--- src/obm_pkg.sv ---
// Purpose: constants for the osd bank map and preamp control register group
// Assumes: byte-wide register port, 16-bit register addresses
// Notes: reset values are a design choice; analog consumers sit outside
`default_nettype none
package obm_pkg;
	localparam int          ADDR_W        = 16;
	localparam int          DATA_W        = 8;
	localparam int          ROM_ADDR_W    = 9;
	localparam int          BANK_W        = 3;
	localparam int          NUM_REGS      = 10;
	localparam int          REG_IDX_W     = 4;
	localparam logic [15:0] BANK_LOWER_ADDR = 16'h8427;
	localparam logic [15:0] BANK_UPPER_ADDR = 16'h8428;
	localparam logic [15:0] FADE_ADDR       = 16'h8429;
	localparam logic [15:0] BLUE_GAIN_ADDR  = 16'h8430;
	localparam logic [15:0] GREEN_GAIN_ADDR = 16'h8431;
	localparam logic [15:0] RED_GAIN_ADDR   = 16'h8432;
	localparam logic [15:0] CONTRAST_ADDR   = 16'h8433;
	localparam logic [15:0] DAC1_ADDR       = 16'h8434;
	localparam logic [15:0] DAC2_ADDR       = 16'h8435;
	localparam logic [15:0] DAC3_ADDR       = 16'h8436;
	localparam logic [15:0] DAC4_ADDR       = 16'h8437;
	localparam logic [15:0] DAC_OPT_ADDR    = 16'h8438;
	localparam logic [15:0] GLOBAL_ADDR     = 16'h8439;
	// field positions
	localparam int FIELD_LO_LSB   = 0;
	localparam int FIELD_HI_LSB   = 4;
	localparam int FADE_V_LSB     = 4;
	localparam int FADE_H_LSB     = 0;
	localparam int GAIN_W         = 7;
	localparam int DAC_RANGE_BIT  = 5;
	localparam int DAC_MIX_BIT    = 6;
	localparam int BANK_DIS_BIT   = 2;
	localparam int CODE_LOW_W     = 6;
	// reserved-bit masks: reserved bits read as zero
	localparam logic [7:0] BANK_MASK = 8'h77;
	localparam logic [7:0] GAIN_MASK = 8'h7f;
	localparam logic [7:0] FULL_MASK = 8'hff;
	localparam logic [7:0] GLOB_MASK = 8'h07;
	localparam logic [7:0] REG_RESET = 8'h00;
	localparam logic [7:0] READ_ZERO = 8'h00;
	// banks holding four-colour characters
	localparam logic [2:0] FOUR_COLOUR_LO = 3'h3;
	localparam logic [2:0] FOUR_COLOUR_HI = 3'h7;
endpackage
`default_nettype wire

--- src/obm_bank_map_regs.sv ---
// Purpose: control register group with osd bank mapping and preamp levels
// Assumes: serial port front end delivers decoded byte writes and reads
// Notes: direct addressing only sees 256 codes of 512; extension bit is external
`default_nettype none
module obm_bank_map_regs
	import obm_pkg::*;
(
	input  wire logic        core_clk,
	input  wire logic        reset_n,
	input  wire logic        regWrite,
	input  wire logic        regRead,
	input  wire logic [15:0] regAddr,
	input  wire logic [7:0]  regWriteData,
	output logic [7:0]       regReadData,
	output logic             regReadValid,
	input  wire logic [7:0]  charCode,
	output logic [8:0]       romAddr,
	output logic             fourColour,
	output logic [3:0]       verticalFadeStep,
	output logic [3:0]       horizontalFadeStep,
	output logic [6:0]       blueGainValue,
	output logic [6:0]       greenGainValue,
	output logic [6:0]       redGainValue,
	output logic [6:0]       contrastGainValue,
	output logic [7:0]       dac1LevelValue,
	output logic [7:0]       dac2LevelValue,
	output logic [7:0]       dac3LevelValue,
	output logic [7:0]       dac4LevelValue,
	output logic             dacHalfRange,
	output logic             dac4Mix,
	output logic             bankLookupDisable
);
	localparam int NREG = 13;
	localparam logic [15:0] ADDRS [NREG] = '{BANK_LOWER_ADDR, BANK_UPPER_ADDR,
		FADE_ADDR, BLUE_GAIN_ADDR, GREEN_GAIN_ADDR, RED_GAIN_ADDR, CONTRAST_ADDR,
		DAC1_ADDR, DAC2_ADDR, DAC3_ADDR, DAC4_ADDR, DAC_OPT_ADDR, GLOBAL_ADDR};
	// gain and contrast masks drop bit 7 in case host ignores the reserved bit
	localparam logic [7:0] MASKS [NREG] = '{BANK_MASK, BANK_MASK, FULL_MASK,
		GAIN_MASK, GAIN_MASK, GAIN_MASK, GAIN_MASK, FULL_MASK, FULL_MASK,
		FULL_MASK, FULL_MASK, GAIN_MASK, GLOB_MASK};

	logic [7:0] regVal [NREG];
	logic [7:0] next_regReadData;
	logic       next_regReadValid;

	genvar gi;
	generate
		for (gi = 0; gi < NREG; gi++) begin : g_reg
			obm_byte_reg #(.MASK(MASKS[gi])) u_reg (
				.core_clk  (core_clk),
				.reset_n   (reset_n),
				.writeEn   (regWrite && (regAddr == ADDRS[gi])),
				.writeData (regWriteData),
				.value     (regVal[gi])
			);
		end
	endgenerate

	always_comb begin
		next_regReadData  = READ_ZERO;
		next_regReadValid = regRead;
		for (int i = 0; i < NREG; i++) begin
			if (regAddr == ADDRS[i]) begin
				next_regReadData = regVal[i];
			end
		end
	end

	always_ff @(posedge core_clk or negedge reset_n) begin
		if (!reset_n) begin
			regReadData  <= READ_ZERO;
			regReadValid <= 1'b0;
		end else begin
			regReadData  <= next_regReadData;
			regReadValid <= next_regReadValid;
		end
	end

	assign verticalFadeStep   = regVal[2][FADE_V_LSB +: 4];
	assign horizontalFadeStep = regVal[2][FADE_H_LSB +: 4];
	assign blueGainValue      = regVal[3][GAIN_W-1:0];
	assign greenGainValue     = regVal[4][GAIN_W-1:0];
	assign redGainValue       = regVal[5][GAIN_W-1:0];
	assign contrastGainValue  = regVal[6][GAIN_W-1:0];
	assign dac1LevelValue     = regVal[7];
	assign dac2LevelValue     = regVal[8];
	assign dac3LevelValue     = regVal[9];
	assign dac4LevelValue     = regVal[10];
	assign dacHalfRange       = regVal[11][DAC_RANGE_BIT];
	assign dac4Mix            = regVal[11][DAC_MIX_BIT];
	assign bankLookupDisable  = regVal[12][BANK_DIS_BIT];

	obm_rom_map u_map (
		.charCode          (charCode),
		.bankLower         (regVal[0]),
		.bankUpper         (regVal[1]),
		.bankLookupDisable (bankLookupDisable),
		.romAddr           (romAddr),
		.fourColour        (fourColour)
	);
endmodule
`default_nettype wire

--- src/obm_byte_reg.sv ---
// Purpose: one masked control byte with write strobe
// Assumes: same clock as register port
// Notes: reserved bits are masked at write so they read zero
`default_nettype none
module obm_byte_reg
	import obm_pkg::*;
#(
	parameter logic [7:0] MASK = 8'hff
) (
	input  wire logic       core_clk,
	input  wire logic       reset_n,
	input  wire logic       writeEn,
	input  wire logic [7:0] writeData,
	output var  logic [7:0] value
);
	logic [7:0] next_value;

	always_comb begin
		next_value = value;
		if (writeEn) begin
			next_value = writeData & MASK;
		end
	end

	always_ff @(posedge core_clk or negedge reset_n) begin
		if (!reset_n) begin
			value <= REG_RESET;
		end else begin
			value <= next_value;
		end
	end
endmodule
`default_nettype wire

--- src/obm_rom_map.sv ---
// Purpose: forms nine-bit character rom address from page ram code
// Assumes: bank fields are held stable by the register group
// Notes: pure logic so the fetch pipeline gains no stage
`default_nettype none
module obm_rom_map
	import obm_pkg::*;
(
	input  wire logic [7:0] charCode,
	input  wire logic [7:0] bankLower,
	input  wire logic [7:0] bankUpper,
	input  wire logic       bankLookupDisable,
	output logic [8:0]      romAddr,
	output logic            fourColour
);
	logic [2:0] bankField [4];
	logic [2:0] chosenBank;

	assign bankField[0] = bankLower[FIELD_LO_LSB +: BANK_W];
	assign bankField[1] = bankLower[FIELD_HI_LSB +: BANK_W];
	assign bankField[2] = bankUpper[FIELD_LO_LSB +: BANK_W];
	assign bankField[3] = bankUpper[FIELD_HI_LSB +: BANK_W];

	always_comb begin
		// top two code bits index the four fields, so only four banks are live
		chosenBank = bankField[charCode[7:6]];
		if (bankLookupDisable) begin
			romAddr    = {1'b0, charCode};
			chosenBank = romAddr[8:6];
		end else begin
			romAddr = {chosenBank, charCode[CODE_LOW_W-1:0]};
		end
		fourColour = (chosenBank == FOUR_COLOUR_LO) || (chosenBank == FOUR_COLOUR_HI);
	end
endmodule
`default_nettype wire

--- config.mk ---
export PLATFORM = sky130hd
export DESIGN_NAME = obm_bank_map_regs
export DESIGN_NICKNAME = d
export VERILOG_FILES = /design/src/obm_pkg.sv /design/src/obm_bank_map_regs.sv /design/src/obm_byte_reg.sv /design/src/obm_rom_map.sv
export SDC_FILE = /design/constraint.sdc
export NUM_CORES = 1
export LEC_CHECK = 0
export ABC_AREA = 0
export BUFFER_PORTS_ARGS = -buffer_cell sky130_fd_sc_hd__buf_2
export CAP_MARGIN = 20
export CELL_PAD_IN_SITES_DETAIL_PLACEMENT = 2
export CELL_PAD_IN_SITES_GLOBAL_PLACEMENT = 2
export CORE_AREA = 2 2 124 126
export DETAILED_ROUTE_END_ITERATION = 8
export DIE_AREA = 0 0 126 128
export GPL_ROUTABILITY_DRIVEN = 0
export PLACE_DENSITY = 0.84
export SYNTH_ARGS = -nofsm -noshare
export SYNTH_HDL_FRONTEND = slang
export SYNTH_SLANG_ARGS = --single-unit
--- constraint.sdc ---
create_clock -name core_clk -period 2 [get_ports core_clk]
set_clock_uncertainty 0.15 [all_clocks]
set_input_delay 0.2 -clock core_clk [delete_from_list [all_inputs] [get_ports core_clk]]
set_output_delay 0.2 -clock core_clk [all_outputs]
set_load 0.03 [all_outputs]
Yosys cells after proc, flatten, opt, wreduce, memory -nomap -nowiden
Cells that the tools add are included.
{"block": "word_totals", "out_inout_bits": 90, "regBits": 99, "elab_cells": 64, "in_bits": 36}
{"block": "classes", "magnitude_cmp": 1, "muxes": 18, "eq_ne": 15, "n_bitwise": 1, "reduce_logical": 14}
{"op": "$eq A16 B16 Y1 const B", "count": 13}
{"op": "$mux W8", "count": 11}
{"op": "$mux W7", "count": 2}
{"op": "$logic_and A1 B1 Y1", "count": 13}
{"op": "$mux W3", "count": 3}
{"op": "$mux W9", "count": 1}
{"op": "$bmux W3 S2", "count": 1}
{"op": "$eq A3 B2 Y1 const B", "count": 1}
{"op": "$eq A3 B3 Y1 const B", "count": 1}
{"op": "$ge A3 B3 Y1 const B", "count": 1}
{"op": "$not A2 Y3", "count": 1}
{"op": "$logic_or A1 B1 Y1", "count": 1}

Logic depth before layout (Yosys ltp)
{"block": "depth", "depth_word": 14, "ltp_mapped": 8, "depth_no_buf": 6}

Hierarchy
From an unflattened synthesis, not the netlist that was laid out.
{"block": "unflattened", "hier_cells": 442, "area_unflattened_um2": 5571.6}
{"mod": "obm_byte_reg at g_reg[10].u_reg ...", "seq_area_each_um2": 200.2, "cells_per_inst": 17, "area_each_um2": 331.6, "instances": 5}
{"mod": "obm_bank_map_regs", "seq_area_each_um2": 225.2, "cells_per_inst": 208, "area_each_um2": 1536.5, "instances": 1}
{"mod": "obm_byte_reg at g_reg[11].u_reg ...", "seq_area_each_um2": 175.2, "cells_per_inst": 17, "area_each_um2": 302.8, "instances": 5}
{"mod": "obm_byte_reg at g_reg[0].u_reg ...", "seq_area_each_um2": 150.1, "cells_per_inst": 16, "area_each_um2": 270.3, "instances": 2}
{"mod": "obm_rom_map", "seq_area_each_um2": 0.0, "cells_per_inst": 20, "area_each_um2": 172.7, "instances": 1}
{"mod": "obm_byte_reg at g_reg[12].u_reg", "seq_area_each_um2": 75.1, "cells_per_inst": 12, "area_each_um2": 150.1, "instances": 1}

Worst setup path before layout
No wires, ideal clock.
{"block": "synth_timing", "kind": "input -> register", "from": "in regAddr[13]", "to": "reg g_reg[9].u_reg.value[0]", "path_buffers": 2, "required_ns": 1.725, "arrival_time_ns": 2.010, "path_slack_ns": -0.285, "setup_time_ns": 0.125, "path_stages": 6, "cell_sequence": "or4b_1 -> buf_6 -> nor4_4 -> and3_1 -> buf_6 -> mux2_4"}
{"block": "synth_via", "elab_chain_len": 2}
{"item": "start: declaration", "line": "obm_bank_map_regs.sv:12", "source": "input wire logic [15:0] regAddr,"}
{"item": "$eq A16 B16 Y1", "line": "obm_bank_map_regs.sv:52", "source": ".writeEn (regWrite && (regAddr == ADDRS[gi])),"}
{"item": "$logic_and A1 B1 Y1", "line": "obm_bank_map_regs.sv:52"}
{"item": "end signal: assignment", "line": "obm_byte_reg.sv:29", "source": "value <= next_value;"}
{"item": "end: declaration", "line": "obm_byte_reg.sv:14", "source": "output var logic [7:0] value"}
No other way between the ends.
A chain may end at the register's enable or synchronous reset.

Worst setup path after layout
{"block": "layout_timing", "from": "reg g_reg[6].u_reg.value[5]", "to": "reg regReadData[5]"}
{"block": "layout_via", "elab_chain_len": 7}
{"item": "start: declaration", "line": "obm_byte_reg.sv:14"}
{"item": "start signal: assignment", "line": "obm_byte_reg.sv:29"}
{"item": "$mux W8 (7 in series)", "line": "obm_bank_map_regs.sv:63", "source": "if (regAddr == ADDRS[i]) begin"}
{"item": "named net next_regReadData[5]", "line": "obm_bank_map_regs.sv:43", "source": "logic [7:0] next_regReadData;"}
{"item": "end signal: assignment", "line": "obm_bank_map_regs.sv:74", "source": "regReadData <= next_regReadData;"}
{"item": "end: declaration", "line": "obm_bank_map_regs.sv:14", "source": "output logic [7:0] regReadData,"}
The timed path passes the listed nets, and every way through them passes these cells.

==> run summary <==
Crit Path Class -> reg2reg
Synth Area in Compound Gates -> 9.28%
Fmax -> 479 MHz
Hold Vio Cnt, Final -> 0
H-tree depth -> 3
Synth Register Bits -> 99
Layout fillers -> 1489
Worst IR drop on VDD -> 0.387 mV
Largest net degree at the start of global routing -> 100
Tmin final -> 2090 ps
Final setup violation count -> 5
Nature of the critical path endpoint -> flip-flop
Post-synth EDFFs -> 0
Post-DRT Antenna Nets -> 0
Clock root cell -> clkbuf_16
Ranking of synthesized cells by area -> dfrtp_1 49%, mux2_1 14%, mux2_4 4.5%, mux2_2 3.8%, mux2i_1 2.4%
Power per standard cell area -> 604 nW/um2
Sequential element share of the synthesized area -> 49.0%
IO Pins -> 126
Initial core utilization -> 34.0%
CTS tree -> built
Total of max-cap violations -> 0
FF-to-FF setup slack -> -90 ps
Die Span Y -> 128 um
Worst-Skew Late Latency -> 370 ps
Synth Area in XOR/XNOR -> 0%
CP required -> 2090 ps
Post-synth top area share -> 49.0%
WP data arrival -> 2170 ps
Reg2reg path depth -> 5
IO buf count -> 113
Reg clk slew, reported paths -> 70 ps
Simple-gate share of the synthesized area -> 12.0%
Synth area leader -> dfrtp_1
Final critical-path share of the clock period -> 104%
Vias/cell -> 5.74
Drt drc -> 0
Final setup TNS -> -120 ps
RR Startpoint -> g_reg[6].u_reg.value[5]$_DFFE_PN0P_
Die width -> 126 um
Hold Path End -> g_reg[10].u_reg.value[3]$_DFFE_PN0P_
NumNets Final -> 628
Worst min path class -> in2reg
Final Max Slew Viols -> 0
Total track usage -> 26.5%
Detailed Route Iter0 Violations -> 338
Synthesized area per cell -> 12.7 um2
Syn. warnings -> 0
Post-DP Area -> 6560 um2
Die Footprint -> 16100 um2
Post-synthesis adder-cell area fraction -> 0%
Share of layout cells above drive strength 1 -> 55.8%
Min-delay src -> regWriteData[3]
CP startpoint kind -> flip-flop
Max FO, Critical Path -> 3
Total congestion overflow -> 0
Via count -> 4503
Slew headroom -> 46.0%
Slew @ Worst Pin -> 800 ps
Post-Synthesis Net Count -> 435
First-pass GRT wire length -> 31900 um
Outcome -> finished with violations
Synth cell types -> 63
RSZ-0062 raised after global routing -> true
Cts bufs inserted -> 9
Mux cell area share after synthesis -> 26.2%
Clk buf depth -> 2
PnR worst setup slack -> -87.4 ps
Worst hold path depth -> 2
Total wire length after detailed routing -> 23800 um
FFs w/ async S/R, synth -> 100%
DR pass1 iterations -> 7
LEAKAGE -> 3.84 nW
Area of the core -> 14900 um2
WL per Instance -> 30.3 um
Synth Instances -> 399
Initial antenna violation count -> 0
Vias in the first global route -> 4955
Violated checks -> setup timing
Largest family of logic cells by synthesized area -> multiplexers
Synth Cell Area -> 5060 um2
Reg-to-Reg End -> regReadData[5]$_DFF_PN0_
Row count -> 45
Post-route cell area -> 7210 um2
Clk sinks -> 99
ANT cells -> 0
Area delta synth->final -> 42.5%
HPWL Detailed -> 15800 um
Top FF cell, synth -> dfrtp_1
cells in the final DEF, fill, tap and decap left out, types with 4 or more instances in the layout:
cell       count
clkbuf_16      9
buf_6          6
dfrtp_1       99
o21ai_0       16
nor2b_1        4
nor4_4         4
mux2_1        31
nor2_1        14
a21oi_1       11
mux2_2        16
a221oi_1       4
nand3_4        5
mux2_4        49
buf_12         6
buf_4         88
mux2i_1       12
nand2_1       17
buf_2        110
cell type report:
| cell class | instances | area, um2 | area share [%] |
|---|---|---|---|
| multi-input combinational | 266 | 2730 | 37.8 |
| sequential | 99 | 2480 | 34.4 |
| timing repair buffer | 213 | 1430 | 19.8 |
| clock buffer | 12 | 256 | 3.56 |
| tap | 188 | 235 | 3.26 |
| clock inverter | 4 | 72.6 | 1.01 |
| inverter | 3 | 11.3 | 0.156 |
power by group:
group | internal [mW] | leakage, nW | total [mW] | switching [mW]
clock | 1.16 | 0.159 | 1.99 | 0.829
combinational | 0.129 | 2.31 | 0.355 | 0.226
sequential | 2.00 | 1.37 | 2.00 | 0.00107
registers in the layout (all words and copies together), names as in the netlist:
register,count
g.u_reg.value,90
regReadValid,1
regReadData,8
per-layer routing:
| metal | up-vias | GRT usage (%) | wire length [um] |
|---|---|---|---|
| li1 | 1873 | - | - |
| met1 | 2391 | 32.6 | 9500 |
| met2 | 176 | 45.1 | 12000 |
| met3 | 63 | 5.09 | 1200 |
| met4 | 0 | 12.3 | 1070 |
| met5 | - | 0 | 0 |
Yosys cell counts (3+ instances only):
| cell type | number |
|---|---|
| a211oi_1 | 3 |
| buf_4 | 6 |
| dfrtp_1 | 99 |
| nor4_1 | 4 |
| o221ai_1 | 3 |
| buf_1 | 4 |
| mux2_2 | 17 |
| mux2_4 | 15 |
| nand2b_1 | 3 |
| o21ai_0 | 18 |
| nor2b_1 | 4 |
| and3_1 | 4 |
| o21ai_1 | 3 |
| or4b_1 | 3 |
| nand3_1 | 6 |
| mux4_2 | 3 |
| nand2_1 | 18 |
| mux2i_1 | 12 |
| nand3_4 | 4 |
| a32oi_1 | 3 |
| mux2_1 | 64 |
| inv_1 | 3 |
| a21oi_1 | 12 |
| buf_2 | 4 |
| clkbuf_1 | 14 |
| a31oi_1 | 3 |
| buf_6 | 3 |
| nor2_1 | 16 |
| a221oi_1 | 4 |
worst max-delay path by stage:
stage	endpoint	from	slack, ps
3_3_place_gp	g_reg[2].u_reg.value[0]$_DFFE_PN0P_	regAddr[9]	-380
2_1_floorplan	g_reg[9].u_reg.value[0]$_DFFE_PN0P_	regAddr[13]	-270
6_report	regReadData[5]$_DFF_PN0_	g_reg[6].u_reg.value[5]$_DFFE_PN0P_	-90
3_5_place_dp	g_reg[11].u_reg.value[6]$_DFFE_PN0P_	regAddr[9]	-520
4_1_cts	g_reg[0].u_reg.value[4]$_DFFE_PN0P_	regAddr[9]	-20
5_1_grt	regReadData[5]$_DFF_PN0_	regAddr[6]	-120
cells by family (layout without fill, tap and decap cells):
| kind of cell | Yosys count | count (layout) |
|---|---|---|
| flip-flops | 99 | 99 |
| buffers and inverters | 34 | 232 |
| multiplexers | 111 | 111 |
| AO/OA/AOI/OAI | 69 | 69 |
| AND/OR/NAND/NOR | 86 | 86 |
repair_timing:
| action | 4_1_cts | 5_1_grt |
|---|---|---|
| setup buffers | 2 | 14 |
| hold buffers | 3 | 0 |
| endpoints found under the setup margin | 53 | 55 |
| endpoints found under the hold margin | 105 | 0 |
| resized for setup | 10 | 30 |
| pin swaps | 1 | 9 |
through the flow:
stage          worst slack (ps)  hold slack (ps)  total power, mW  cells  util (%)
2_1_floorplan              -266             -246             2.18    399         -
3_3_place_gp               -378              153             2.35    750      44.1
3_5_place_dp               -520              159             2.37    750      44.1
4_1_cts                   -16.0              130             4.33    771      46.9
5_1_grt                    -117              134             4.47    785      48.5
6_report                  -87.4              115             4.35    785      48.5
critical path, cell delays in order, from the launching register on:
cell and delay (ps):
dfrtp_1 420, mux4_2 540, a222oi_1 370, a21oi_1 140, a211oi_2 240, a21oi_1 110
Power figures use the tool's default switching activity.
